<file path="src/hdl/usbi_pkg.sv">
// package: register map, field layout and sizes of the iso endpoint block
package usbi_pkg;
   localparam logic [7:0] OFS_EP7 = 8'h00;
   localparam logic [7:0] OFS_EP8 = 8'h04;
   localparam logic [7:0] OFS_EP9 = 8'h08;
   localparam logic [7:0] OFS_ISTAT = 8'h0C;
   localparam logic [7:0] OFS_IMASK = 8'h10;
   // ep8 fields
   localparam int B8_TSP = 7;
   localparam int B8_TUR = 3;
   localparam int B8_FTF = 2;
   localparam int B8_TPC = 1;
   localparam int B8_TFS = 0;
   // ep9 fields
   localparam int B9_RSP = 7;
   localparam int B9_RNE = 6;
   localparam int B9_ROF = 2;
   localparam int B9_RPC = 1;
   localparam int B9_RFS = 0;
   // ep7 fields
   localparam int B7_RPC = 1;
   localparam int B7_RFS = 0;
   // interrupt status / mask fields
   localparam int BI_EP7 = 0;
   localparam int BI_EP8 = 1;
   localparam int BI_EP9 = 2;
   localparam logic [2:0] ISTAT_RST = 3'h0;
   localparam logic [2:0] IMASK_RST = 3'h0;
   // packet sizes
   localparam logic [8:0] ISO_PKT_BYTES = 9'h100;
   localparam logic [8:0] NAK_TRIG_BYTES = 9'h040;
   localparam logic [1:0] TFS_MAX_PKTS = 2'h1;

   typedef struct packed {
      logic [7:0] addr;
      logic [31:0] wdata;
      logic wr;
      logic rd;
   } usbi_req_t;

   typedef struct packed {
      logic [1:0] trig;
      logic [1:0][8:0] cnt;
      logic [1:0] shrt;
      logic wsel;
      logic rsel;
      logic tx_short_flag;
      logic tx_underrun_flag;
      logic tx_done_flag;
   } usbi_tx_t;

   typedef struct packed {
      logic [1:0] full;
      logic [1:0][8:0] cnt;
      logic [1:0] shrt;
      logic wsel;
      logic rsel;
      logic rsp;
      logic rx_overflow_flag;
      logic rx_done_flag;
   } usbi_rx_t;

   typedef struct packed {
      usbi_tx_t tx;
      usbi_rx_t rx;
      logic rpc7;
      logic [2:0] istat;
      logic [2:0] imask;
      logic irq;
      logic [31:0] rdata;
   } usbi_state_t;
endpackage

</file>
<file path="src/hdl/usbi_csr.sv">
// iso in/out endpoint control and status with bulk out low bits and irq
//
// The implementer's own choices: the strobed register port and the address map.
module usbi_csr
   import usbi_pkg::*;
(
   input wire logic MCLK,
   input wire logic SRST,
   input wire logic [7:0] ADDR,
   input wire logic [31:0] WDATA,
   input wire logic WR,
   input wire logic RD,
   output logic [31:0] RDATA,
   input wire logic TX_LOAD,
   input wire logic TX_SENT,
   input wire logic TX_UNDERRUN,
   input wire logic IN_TOKEN,
   input wire logic CFG_RESET,
   output logic IN_NAK,
   output logic TX_FLUSH,
   input wire logic RX_PKT,
   input wire logic [8:0] RX_LEN,
   input wire logic RX_POP,
   input wire logic EP7_PKT,
   input wire logic EP7_AVAIL,
   output logic IRQ
);
   usbi_state_t s;
   usbi_state_t next_s;
   usbi_req_t req;
   logic wr8;
   logic wr9;
   logic wr7;
   logic wri;
   logic flush;
   logic tx_load_ok;
   logic tx_sent_ok;
   logic nak_trig;
   logic [1:0] pkts;
   logic rx_drop;
   logic rx_take;
   logic rx_drain;
   logic rx_zero_rel;
   logic rx_not_empty_flag;
   logic rx_service_flag;
   logic ev7;
   logic ev8;
   logic ev9;
   logic [2:0] ev;
   logic [7:0] r7;
   logic [7:0] r8;
   logic [7:0] r9;

   assign req = '{addr: ADDR, wdata: WDATA, wr: WR, rd: RD};
   assign wr7 = req.wr && req.addr == OFS_EP7;
   assign wr8 = req.wr && req.addr == OFS_EP8;
   assign wr9 = req.wr && req.addr == OFS_EP9;
   assign wri = req.wr && req.addr == OFS_ISTAT;

   // flush: one-cycle action, never stored, so the bit reads zero
   assign flush = (wr8 && req.wdata[B8_FTF]) || CFG_RESET;
   assign TX_FLUSH = flush;

   // bytes into a buffer that is already triggered are dropped
   assign tx_load_ok = TX_LOAD && !s.tx.trig[s.tx.wsel];
   assign tx_sent_ok = TX_SENT && s.tx.trig[s.tx.rsel];
   assign pkts = {1'b0, s.tx.trig[0]} + {1'b0, s.tx.trig[1]};

   // a buffer counts as armed for the nak test once 64 bytes sit in it
   assign nak_trig = s.tx.trig[0] || s.tx.trig[1]
      || s.tx.cnt[0] >= NAK_TRIG_BYTES
      || s.tx.cnt[1] >= NAK_TRIG_BYTES;
   assign IN_NAK = IN_TOKEN && s.tx.tx_done_flag && !nak_trig;

   assign rx_drop = RX_PKT && s.rx.full[s.rx.wsel];
   assign rx_take = RX_PKT && !s.rx.full[s.rx.wsel];
   assign rx_drain = RX_POP && s.rx.full[s.rx.rsel]
      && s.rx.cnt[s.rx.rsel] == 9'h001;
   // a zero length packet has no bytes to read, so clearing done frees it
   assign rx_zero_rel = wr9 && req.wdata[B9_RPC]
      && s.rx.full[s.rx.rsel] && s.rx.cnt[s.rx.rsel] == 9'h000;
   assign rx_not_empty_flag = s.rx.full[s.rx.rsel] && s.rx.cnt[s.rx.rsel] != 9'h000;
   assign rx_service_flag = s.rx.full[0] || s.rx.full[1];

   assign ev8 = tx_sent_ok || TX_UNDERRUN;
   assign ev9 = rx_take || rx_drop;
   assign ev7 = EP7_PKT;
   assign ev = {ev9, ev8, ev7};

   always_comb
   begin
      r8 = 8'h00;
      r8[B8_TSP] = s.tx.tx_short_flag;
      r8[B8_TUR] = s.tx.tx_underrun_flag;
      r8[B8_TPC] = s.tx.tx_done_flag;
      r8[B8_TFS] = pkts <= TFS_MAX_PKTS;
      r9 = 8'h00;
      r9[B9_RSP] = s.rx.rsp;
      r9[B9_RNE] = rx_not_empty_flag;
      r9[B9_ROF] = s.rx.rx_overflow_flag;
      r9[B9_RPC] = s.rx.rx_done_flag;
      r9[B9_RFS] = rx_service_flag;
      r7 = 8'h00;
      r7[B7_RPC] = s.rpc7;
      r7[B7_RFS] = EP7_AVAIL;
   end

   always_comb
   begin
      next_s = s;
      // transmit side, two alternating buffers
      if (tx_load_ok)
      begin
         next_s.tx.cnt[s.tx.wsel] = s.tx.cnt[s.tx.wsel] + 9'h001;
         if (s.tx.cnt[s.tx.wsel] == ISO_PKT_BYTES - 9'h001)
         begin
            next_s.tx.trig[s.tx.wsel] = 1'b1;
            next_s.tx.wsel = !s.tx.wsel;
         end
      end
      // short flag arms the fill buffer; software can only set it
      if (wr8 && req.wdata[B8_TSP] && !s.tx.trig[s.tx.wsel])
      begin
         next_s.tx.tx_short_flag = 1'b1;
         next_s.tx.shrt[s.tx.wsel] = 1'b1;
         next_s.tx.trig[s.tx.wsel] = 1'b1;
         next_s.tx.wsel = !s.tx.wsel;
      end
      if (tx_sent_ok)
      begin
         next_s.tx.trig[s.tx.rsel] = 1'b0;
         next_s.tx.cnt[s.tx.rsel] = 9'h000;
         next_s.tx.shrt[s.tx.rsel] = 1'b0;
         next_s.tx.rsel = !s.tx.rsel;
         if (s.tx.shrt[s.tx.rsel] && !s.tx.shrt[!s.tx.rsel])
            next_s.tx.tx_short_flag = 1'b0;
      end
      // a short write in the cycle of the send arms a new buffer: set wins
      if (wr8 && req.wdata[B8_TSP] && !s.tx.trig[s.tx.wsel])
         next_s.tx.tx_short_flag = 1'b1;
      // set wins over the write-one clear for both flags
      if (wr8 && req.wdata[B8_TPC])
         next_s.tx.tx_done_flag = 1'b0;
      if (tx_sent_ok)
         next_s.tx.tx_done_flag = 1'b1;
      if (wr8 && req.wdata[B8_TUR])
         next_s.tx.tx_underrun_flag = 1'b0;
      if (TX_UNDERRUN)
         next_s.tx.tx_underrun_flag = 1'b1;
      if (flush)
      begin
         next_s.tx.trig = 2'h0;
         next_s.tx.cnt = '0;
         next_s.tx.shrt = 2'h0;
         next_s.tx.wsel = 1'b0;
         next_s.tx.rsel = 1'b0;
         next_s.tx.tx_short_flag = 1'b0;
      end

      // receive side, two alternating buffers
      if (RX_POP && rx_not_empty_flag)
         next_s.rx.cnt[s.rx.rsel] = s.rx.cnt[s.rx.rsel] - 9'h001;
      if (rx_drain || rx_zero_rel)
      begin
         next_s.rx.full[s.rx.rsel] = 1'b0;
         next_s.rx.shrt[s.rx.rsel] = 1'b0;
         next_s.rx.rsel = !s.rx.rsel;
         next_s.rx.rsp = s.rx.full[!s.rx.rsel]
            && s.rx.shrt[!s.rx.rsel];
      end
      if (rx_take)
      begin
         next_s.rx.full[s.rx.wsel] = 1'b1;
         next_s.rx.cnt[s.rx.wsel] = RX_LEN;
         next_s.rx.shrt[s.rx.wsel] = RX_LEN < ISO_PKT_BYTES;
         next_s.rx.wsel = !s.rx.wsel;
         // an arrival into an empty fifo becomes the active buffer
         if (!rx_service_flag)
            next_s.rx.rsp = RX_LEN < ISO_PKT_BYTES;
         else
            next_s.rx.rsp = 1'b0;
      end
      if (wr9 && req.wdata[B9_RPC])
         next_s.rx.rx_done_flag = 1'b0;
      if (rx_take)
         next_s.rx.rx_done_flag = 1'b1;
      if (wr9 && req.wdata[B9_ROF])
         next_s.rx.rx_overflow_flag = 1'b0;
      if (rx_drop)
         next_s.rx.rx_overflow_flag = 1'b1;

      // bulk out endpoint done flag
      if (wr7 && req.wdata[B7_RPC])
         next_s.rpc7 = 1'b0;
      if (EP7_PKT)
         next_s.rpc7 = 1'b1;

      // interrupt bits set only while enabled; cleared separately by one
      if (wri)
         next_s.istat = s.istat & ~req.wdata[2:0];
      next_s.istat = next_s.istat | (ev & s.imask);
      if (req.wr && req.addr == OFS_IMASK)
         next_s.imask = req.wdata[2:0];
      next_s.irq = |(next_s.istat & next_s.imask);

      // read data stands only in the cycle after the strobe
      next_s.rdata = 32'h0000_0000;
      if (req.rd)
      begin
         unique case (req.addr)
            OFS_EP7: next_s.rdata = {24'h000000, r7};
            OFS_EP8: next_s.rdata = {24'h000000, r8};
            OFS_EP9: next_s.rdata = {24'h000000, r9};
            OFS_ISTAT: next_s.rdata = {29'h0, s.istat};
            OFS_IMASK: next_s.rdata = {29'h0, s.imask};
            default: next_s.rdata = 32'h0000_0000;
         endcase
      end
   end

   always_ff @(posedge MCLK)
   begin
      if (SRST)
      begin
         s <= '0;
         s.istat <= ISTAT_RST;
         s.imask <= IMASK_RST;
      end
      else
         s <= next_s;
   end

   assign RDATA = s.rdata;
   assign IRQ = s.irq;
endmodule

</file>
<file path="config.mk">
export PLATFORM = sky130hd
export DESIGN_NAME = usbi_csr
export DESIGN_NICKNAME = d
export VERILOG_FILES = /design/src/hdl/usbi_pkg.sv /design/src/hdl/usbi_csr.sv
export SDC_FILE = /design/constraint.sdc
export NUM_CORES = 1
export LEC_CHECK = 0
export BUFFER_PORTS_ARGS = -buffer_cell sky130_fd_sc_hd__buf_2
export CORE_ASPECT_RATIO = 1.75
export CORE_MARGIN = 2
export CORE_UTILIZATION = 50
export CTS_CLUSTER_SIZE = 10
export DETAILED_ROUTE_END_ITERATION = 10
export PLACE_DENSITY = 0.76
export SLEW_MARGIN = 40
export SYNTH_ARGS = -nofsm -noshare
export SYNTH_HDL_FRONTEND = slang
export SYNTH_SLANG_ARGS = --single-unit
</file>
<file path="constraint.sdc">
create_clock -name MCLK -period 2.6 [get_ports MCLK]
set_input_delay 0.13 -clock MCLK [delete_from_list [all_inputs] [get_ports MCLK]]
set_output_delay 0.13 -clock MCLK [all_outputs]
set_load 0.01 [all_outputs]
</file>
==> run summary, run 1 <==
The endpoint of the worst hold path was r8[3]. The combined buffer and inverter count along the critical path came out at 1. The congestion estimate from routability-driven global placement came to 0.9391. The area share of xor/xnor cells in the synthesized design came out at 5.492%. The netlist area before placement came out at 3827 µm². The slowest library cell on the worst path is sky130_fd_sc_hd__or4b_1.

After Yosys synthesis, and, or, nand and nor cells account for 21.97% of the synthesized area. TritonCTS built the clock tree. In the synthesized netlist, the cells that appear most often are sky130_fd_sc_hd__dfxtp_1 (68), sky130_fd_sc_hd__nor2_1 (46), sky130_fd_sc_hd__a21oi_1 (42).

The tools report the count of pins over their slew limit as 0. Buffers inserted during clock tree synthesis total 9. The critical path is of the reg2reg type. Pin count of the biggest net entering global routing: 33. The tools report the placement row count as 42. The run finished with clean final reports. For this run, the top clock speed supported by timing is 0.4166 GHz. On the final layout, the worst clock skew is 0.006784 ns. Averaged over all synthesized cells, the footprint is 8.231 µm².

The clock net in this run drives a total of 68 sinks. Counting distinct cell types in the post-synthesis netlist gives 66. Yosys instantiated no cell more often than sky130_fd_sc_hd__dfxtp_1. The final count of hold timing violations was 0. The tools report the endpoint of the worst-slack reg-to-reg timing path as s[47]. The multiplexer fraction of the synthesized cell area was 4.936%; the stage delay of the slowest cell on the critical path was 0.59 ns.

The count of nets left with antenna violations once routing finished came out at 0. The share of synthesized area in the top cell type comes to 35.57%. For this run the aggregate overflow at the end of global routing stands at 0. The post-synthesis instance total was 465; the length of the first detailed-routing pass in iterations was 5.

Of all flip-flops after synthesis, the portion carrying an async set or reset was 0%. Dividing the detail-routed wire length by the instance count gives 16.58 µm. For the layout filler cell count, the log shows 664. The tools report the effective utilization at floorplan as 50.93%. 0 antenna diodes ended up in the layout. Summed over all layers, the routed wires come to 9.801 mm. After detailed routing, the number of vias per cell comes to 5.927. The main combinational cell family by area after synthesis is simple AND/OR/NAND/NOR gates.

For the worst setup path, the data arrival time is 2.65 ns. Number of flops mapped to enable cells by yosys: 0. The ratio of cells with drive above 1 in the final layout works out to 18.49%.

Clock root buffer: sky130_fd_sc_hd__clkbuf_16. The cell family contributing the most delay on the critical path is compound AO/OA/AOI/OAI gates. The flip-flop and latch count after synthesis came out at 68. Setup slack on the worst reg-to-reg path comes out at 0.20 ns. The worst hold path was traced through 3 stages. The logs give 7.105 mm for the final HPWL from detailed placement and 3973 µm² for the total placed instance area. The final clock period utilization by the worst path came out at 92.33%. Summing internal, switching and leakage power gives 2.772 mW.

The tool flagged a number of max-cap violations equal to 0. Setup violations remaining at the end of the flow were counted as 0. The clock passes through at most 2 buffers. The worst hold path belongs to the class in2reg. The number of buffers inserted by hold repair at cts was 0. Walking the worst path, the cells encountered are or4b_1 -> a222oi_1 -> buf_4 -> a21oi_1 -> xnor2_1 -> a211oi_1. The run gives 0.4076 mV as the highest ir drop seen on vdd. The synthesized netlist devotes 20.04% of its cell area to compound gates.

For this run, design rule violations remaining after detail routing come to 0. The smallest clock period supported by the final layout is computed as 2.401 ns. The tools report the worst relative slew slack as 57.12%. For this run, the register share of the synthesized area comes to 35.57%.

The clock latency on the worst-skew pair was 0.34 ns; the area share of fa/ha/maj cells after synthesis was 1.308%. The initial antenna violation count is 0, and the number of cells on the worst reg-to-reg path is 6. At the end of the flow, the number of nets in the layout was 564. The worst hold path begins at TX_UNDERRUN. In this run the vertical extent of the chip is 119.7 µm.

The number of warning messages in the yosys log came out at 0. The horizontal extent of the die came out at 70.14 µm. The logs give 16.15 mm for the global-route wire length before repair and 2.85 ns for the required time reported for the critical path endpoint. Setup repair after global routing left no endpoint under its margin. Area enclosed by the die boundary: 8398 µm².

The area growth from synthesis to layout is 12.03%. The dominant cell type by area after synthesis is sky130_fd_sc_hd__dfxtp_1. STA classifies the critical path endpoint as a flop. The kind of launch point of the worst setup path is a flop. The startpoint identified for the worst register-to-register timing path is s[59].

The detailed router finished its first iteration with 235 violations. For this run, the leading register cell type out of synthesis is sky130_fd_sc_hd__dfxtp_1. The count of input and output buffers was 43. By area the synthesized netlist is led by sky130_fd_sc_hd__dfxtp_1 (36%), sky130_fd_sc_hd__buf_4 (6.3%), sky130_fd_sc_hd__a21oi_1 (5.5%), sky130_fd_sc_hd__nor2_1 (4.5%), sky130_fd_sc_hd__nand2_1 (3.7%).

After routing, the total negative slack on setup checks comes to 0 ns. For this run, the total global-route usage over all layers was measured as 24.21%. In this run the power density over the cells is 646.5 nW/µm². For the area of the core, the log shows 7515 µm². The tools report the number of global-route vias before repair as 3440. At the end of the flow the core is filled with cells to 57.06%. For the number of placed I/O pins, the log shows 97.

The vias after detailed routing is 3503. Buffers added to address setup during post-CTS repair amount to 0. The post-layout instance area was 4288 µm².

The maximum fanout along the worst path is 8. Clock-pin slew was measured on the worst setup and hold paths at 0.06 ns. The clock tree synthesis step divided the H-tree into 3 levels. For the pin with the worst max-slew slack, the measured transition is 0.6419 ns.

For the static leakage, the log shows 1.585 nW.
## worst reg2reg max path, cell delays in order (launching register included)
cell,delay (ns)
sky130_fd_sc_hd__dfxtp_1,0.37
sky130_fd_sc_hd__or4b_1,0.59
sky130_fd_sc_hd__a222oi_1,0.48
sky130_fd_sc_hd__buf_4,0.25
sky130_fd_sc_hd__a21oi_1,0.21
sky130_fd_sc_hd__xnor2_1,0.19
sky130_fd_sc_hd__a211oi_1,0.24
## where the power goes
part           switching (mW)  internal (mW)
registers              0.0461           1.08
clock network           0.454          0.791
logic                   0.238          0.159
## cells in the final DEF (no fill, tap or decap), types with 3 or more instances in the layout
cell type,synthesis,routed
sky130_fd_sc_hd__or3_1,5,5
sky130_fd_sc_hd__nand2_1,38,38
sky130_fd_sc_hd__mux2i_1,11,11
sky130_fd_sc_hd__nand3_1,14,14
sky130_fd_sc_hd__a222oi_1,3,3
sky130_fd_sc_hd__xor2_1,8,8
sky130_fd_sc_hd__buf_2,3,43
sky130_fd_sc_hd__o21ai_0,18,18
sky130_fd_sc_hd__clkbuf_16,0,9
sky130_fd_sc_hd__nor3_1,14,14
sky130_fd_sc_hd__conb_1,1,26
sky130_fd_sc_hd__and2_1,7,7
sky130_fd_sc_hd__and3_1,3,3
sky130_fd_sc_hd__ha_1,4,3
sky130_fd_sc_hd__dfxtp_1,68,67
sky130_fd_sc_hd__o211ai_1,4,4
sky130_fd_sc_hd__mux2_2,7,7
sky130_fd_sc_hd__nor4_1,3,3
sky130_fd_sc_hd__buf_4,32,12
sky130_fd_sc_hd__inv_1,13,13
sky130_fd_sc_hd__a22oi_1,3,3
sky130_fd_sc_hd__a2111oi_0,4,4
sky130_fd_sc_hd__nand3b_1,6,6
sky130_fd_sc_hd__xnor2_1,16,16
sky130_fd_sc_hd__a211oi_1,9,9
sky130_fd_sc_hd__nor2_1,46,46
sky130_fd_sc_hd__nor3b_1,3,3
sky130_fd_sc_hd__a21oi_1,42,42
sky130_fd_sc_hd__nor2b_1,6,6
## final cells by class
cell class	count	area [µm²]	area share, %
inverters	13	48.80	1.138
clock buffers	12	256.5	5.982
clock inverters	4	47.55	1.109
multi-input cells	351	2157	50.31
flip-flops and latches	68	1363	31.78
repair buffers	55	305.3	7.120
well taps	88	110.1	2.568
## logic make-up after synthesis
kind of cell / count (synthesis)
muxes: 18
and+or+nand+nor: 165
DFF: 68
buffers and inverters: 71
AOI/OAI and AO/OA: 114
other: 1
adders and majority gates: 4
xor gates and xnor gates: 24
## timing repair
item / 4_1_cts / 5_1_grt
setup endpoints to repair: 0 / 2
resized for setup: 0 / 2
endpoints found under the hold margin: 0 / 0
## routing by layer
metal  track usage [%]  wire, µm
met4             13.70       318
met3             4.534       582
met1             27.00      3678
met2             42.44      5221
met5                 0         0
## worst max path at each step
stage,endpoint,slack (ns),startpoint,depth (start not counted)
finish,s[47],0.20,s[59],6
global route,s[55],0.12,s[43],7
CTS,s[55],0.10,s[43],7
detailed placement,s[55],0.13,s[43],7
global placement,s[47],0.21,s[43],6
floorplan,s[92],0.30,s[71],9
## flip-flops by register name (all words and copies together) (netlist names)
register	count
RDATA	6
IRQ	1
s	54
r7	1
r8	3
r9	3
## per-stage QoR
stage	hold slack (ns)	worst slack, ns	instances
floorplan	0.2139	0.2959	490
global placement	0.3671	0.2139	574
detailed placement	0.3710	0.1293	574
CTS	0.01768	0.1017	590
global route	0.05552	0.1199	591
finish	0.01903	0.1995	591
(Power assumes the default switching activity.)
==> inputs of run 2 (changes only) <==
--- a/config.mk
+++ b/config.mk
@@ -5,13 +5,15 @@
 export SDC_FILE = /design/constraint.sdc
 export NUM_CORES = 1
 export LEC_CHECK = 0
+export ABC_AREA = 1
 export BUFFER_PORTS_ARGS = -buffer_cell sky130_fd_sc_hd__buf_2
 export CORE_ASPECT_RATIO = 1.75
 export CORE_MARGIN = 2
 export CORE_UTILIZATION = 50
 export CTS_CLUSTER_SIZE = 10
 export DETAILED_ROUTE_END_ITERATION = 10
-export PLACE_DENSITY = 0.76
+export PLACE_DENSITY = 0.75
+export SKIP_LAST_GASP = 1
 export SLEW_MARGIN = 40
 export SYNTH_ARGS = -nofsm -noshare
 export SYNTH_HDL_FRONTEND = slang
==> run summary, run 2 <==
The areal power density over the cells was 613.5 nW/µm² (-5.1%). The main combinational cell family by area after synthesis is simple AND/OR/NAND/NOR gates. The TritonCTS buffer count is 9 (unchanged). The number of global-route vias before repair came out at 3866 (+12%).

sky130_fd_sc_hd__dfxtp_1 takes more of the synthesized area than any other cell. The worst slack after detailed placement is 0.2882 ns (+0.1589 ns), and the clock sink count is 68 (unchanged). The post-synthesis instance total is 659 (+42%). The main flop type after synthesis was sky130_fd_sc_hd__dfxtp_1. The average footprint of a synthesized cell came out at 6.372 µm² (-23%). The tools report the proportion of synthesized chip area in sequential cells as 32.42% (-3.1 points). The logs give 0 (unchanged) for the final count of hold timing violations and 0 (unchanged) for the number of buffers inserted by hold repair at cts. The slew at the pin closest to its max-slew limit was 0.6011 ns (-0.04081 ns). The flip-flop count of the largest register after layout was 54 (unchanged). The area growth from synthesis to layout was 10.76%.

The overflow left after global routing came out at 0 (unchanged). The placement row count is 44 (+4.8%), and the die span in y is 125.2 µm (+4.6%). The effective utilization at floorplan came out at 51.19% (+0.26 points). The count of pins over their slew limit is 0 (unchanged). The sum of negative setup slack is 0 ns (unchanged), and the total routed wirelength is 10.11 mm (+3.2%). The clock skew after layout came out at 0.004485 ns (-0.002299 ns). The ratio of cells with drive above 1 in the final layout was 13.25% (-5.2 points). TritonCTS built the clock tree. The non-filler instance count after layout came out at 794 (+34%).

The worst relative slew slack was 59.88% (+2.8 points). The via density per instance came out at 5.112 (-14%). The tree is rooted in a sky130_fd_sc_hd__clkbuf_16. The area share of fa/ha/maj cells after synthesis works out to 1.192% (-0.12 points). The number of flops mapped to enable cells by yosys was 0 (unchanged); the highest ir drop seen on vdd was 0.3813 mV (-6.4%). The share of flip-flops with an asynchronous set or reset after synthesis is 0% (unchanged). The tools report the static leakage as 2.331 nW (+47%). The basic-gate share of the synthesized area counting and, or, nand and nor cells works out to 35.13% (+13 points).

The kind of launch point of the worst setup path was a flop. The run gives 0 (unchanged) as the max-capacitance violation count. By area the synthesized netlist is led by sky130_fd_sc_hd__dfxtp_1 (32%), sky130_fd_sc_hd__nand2_1 (16%), sky130_fd_sc_hd__inv_1 (9.7%), sky130_fd_sc_hd__nor2_1 (6.3%), sky130_fd_sc_hd__buf_4 (6.1%). The combined buffer and inverter count along the critical path is 3 (+2). For the final weighted congestion of routability-driven global placement, the log shows 0.9077 (-3.3%).

Leaving out fill and tap cells, the most frequent cell in the layout is sky130_fd_sc_hd__nand2_1. The worst setup path is of the reg2reg kind. The kind of capture point of the worst setup path is a flop. For the number of warning messages in the yosys log, the log shows 0 (unchanged).

The run gives 2.85 ns (about the same) as the required time reported for the critical path endpoint. The share of the synthesized area in compound gates (AO/OA/AOI/OAI) is 10.04% (-10 points). The commonest cells after synthesis are sky130_fd_sc_hd__nand2_1 (181), sky130_fd_sc_hd__inv_1 (108), sky130_fd_sc_hd__nor2_1 (70). The flip-flop and latch count after synthesis came out at 68 (unchanged).

The vias after detailed routing was 4059 (+16%); the stage delay of the slowest cell on the critical path was 0.61 ns (+0.02 ns). The count of input and output buffers was 43 (unchanged); the total placed instance area was 4347 µm² (+9.4%). The final layout net count came out at 763 (+35%). The worst hold path belongs to the class in2reg. The maximum fanout along the worst path was 12 (+4); the horizontal extent of the die was 73.28 µm (+4.5%).

For the total global routing track utilization, the log shows 23.26% (-0.96 points). The shortest clock period the worst path allows after layout works out to 2.310 ns (-0.09017 ns). The area share of xor/xnor cells in the synthesized design is 3.129% (-2.4 points), and the final number of setup-violating endpoints is 0 (unchanged). The logs give 42 (-36%) for the number of different library cells in the post-synthesis netlist and 0 (unchanged) for the number of nets with antenna violations after routing. The pin count of the biggest net entering global routing was 28 (-15%); the clock transition time at the flip-flop clock pins of the worst setup and hold paths was 0.05 ns (about the same). In the post-synthesis netlist, the cell with the most instances is sky130_fd_sc_hd__nand2_1. For this design, the slowest cell found on the critical path is sky130_fd_sc_hd__dfxtp_1. The mean routed wirelength per cell works out to 12.74 µm (-23%).

Traced cell by cell, the critical path runs through inv_2 -> or2_2 -> o21ai_0 -> inv_1 -> ha_1 -> nor4b_1 -> ha_1 -> inv_1 -> nor2_1 -> a211oi_1. Top-area cell type share of the netlist area: 32.42% (-3.1 points). The final clock period utilization by the worst path came out at 88.86% (-3.5 points). The area of the core was 8203 µm² (+9.2%). The final HPWL from detailed placement is 7.816 mm (+10%). The top cell types in the final layout, fill and taps aside, are sky130_fd_sc_hd__nand2_1 (181), sky130_fd_sc_hd__inv_1 (108), sky130_fd_sc_hd__nor2_1 (70).

For the area enclosed by the die boundary, the log shows 9176 µm² (+9.3%). The flow ran to the end, and the final reports show no timing, DRC or antenna violations. The multiplexer fraction of the synthesized cell area is 0.2384% (-4.7 points), and the global-route wire length before repair is 16.92 mm (+4.8%).

Initial antenna violation count: 0 (unchanged). The tools report the setup slack of the critical path after layout as 0.2896 ns (+0.09017 ns). Register containing the most flip-flops in the final layout: s. The number of setup buffers added after CTS was 0 (unchanged); the number of levels in the clock H-tree was 3 (unchanged). For the arrival time at the worst endpoint, the log shows 2.56 ns (-0.09 ns). The logs give 5 (unchanged) for the length of the first detailed-routing pass in iterations and 4651 µm² (+8.5%) for the post-layout instance area.

Post-cts repair resize count: 0 (unchanged). The clock latency on the worst-skew pair is 0.33 ns (about the same). The cell total after placement was 778 (+36%).

Netlist area before placement: 4199 µm² (+9.7%). The critical path's top delay family was flip-flops. Setup repair after global routing left no endpoint under its margin. The number of placed I/O pins came out at 97 (unchanged).

The initial DRC count was 242 (+3.0%). For the maximum clock path buffer count, the log shows 2 (unchanged). The logs give 0 (unchanged) for the antenna diode count and 0.4328 GHz (+3.9%) for the maximum clock frequency. The tools report the DRC violation count after routing as 0 (unchanged).
## run 2: cell types whose count changed after synthesis, sizes merged, moves of 12 or more
| cell | change |
|---|---|
| clkbuf | -12 |
| inv | +98 |
| nand2 | +152 |
| nand3 | +27 |
| nor2 | +33 |
| o21ai | +15 |
## run 2: tightest hold or removal path, cell delays in order
cell                      delay [ns]
sky130_fd_sc_hd__buf_2          0.08
sky130_fd_sc_hd__nand2_1        0.04
sky130_fd_sc_hd__nand2_1        0.05
sky130_fd_sc_hd__a21oi_1        0.05
## run 2: where the power goes
group	internal (mW)	switching, mW	leakage (nW)
logic	0.167	0.336	1.63
clock network	0.791	0.444	0.149
registers	1.09	0.0281	0.553
total	2.05	0.808	2.33
## run 2: final cells by class
cell class / count / area (µm²)
Sequential cell: 68 / 1361
Clock inverter: 4 / 47.55
Multi-Input combinational cell: 456 / 2186
Inverter: 113 / 424.2
Tap cell: 92 / 115.1
Timing Repair Buffer: 49 / 260.3
Fill cell: 804 / 3552
Clock buffer: 12 / 256.5
## run 2: cells by family after synthesis
kind of cell,count (synthesis)
AND/OR/NAND/NOR,332
buffers and inverters,160
AO/OA/AOI/OAI,78
flip-flops,68
XOR/XNOR,15
adder cells (fa/ha/maj),4
other,1
multiplexers,1
## run 2: layer usage
| metal | wire length (µm) | part of all wire [%] | up-vias | global-route usage (%) |
|---|---|---|---|---|
| li1 | - | - | 2052 | - |
| met1 | 3679 | 36 | 1864 | 23.59 |
| met2 | 5722 | 57 | 117 | 43.46 |
| met3 | 394 | 3.9 | 26 | 4.190 |
| met4 | 317 | 3.1 | 0 | 11.11 |
| met5 | 0 | 0 | - | 0 |
## run 2: per-stage QoR
step	utilization, %	hold slack, ns	power [mW]
6_report	56.70	0.07693	2.853
2_1_floorplan	-	0.2794	1.541
4_1_cts	56.70	0.07276	2.874
5_1_grt	56.70	0.09858	2.992
3_5_place_dp	52.99	0.4267	1.635
3_3_place_gp	52.99	0.4092	1.621
## run 2: final timing paths
path / start / to / slack [ns] / cells past startpoint
setup / recovery: s[71] / s[91] / 0.29 / 10
hold / removal: WDATA[3] / r8[3] / 0.08 / 4
setup reg to reg: s[71] / s[91] / 0.29 / 10
hold reg to reg: r8[3] / r8[3] / 0.47 / 2
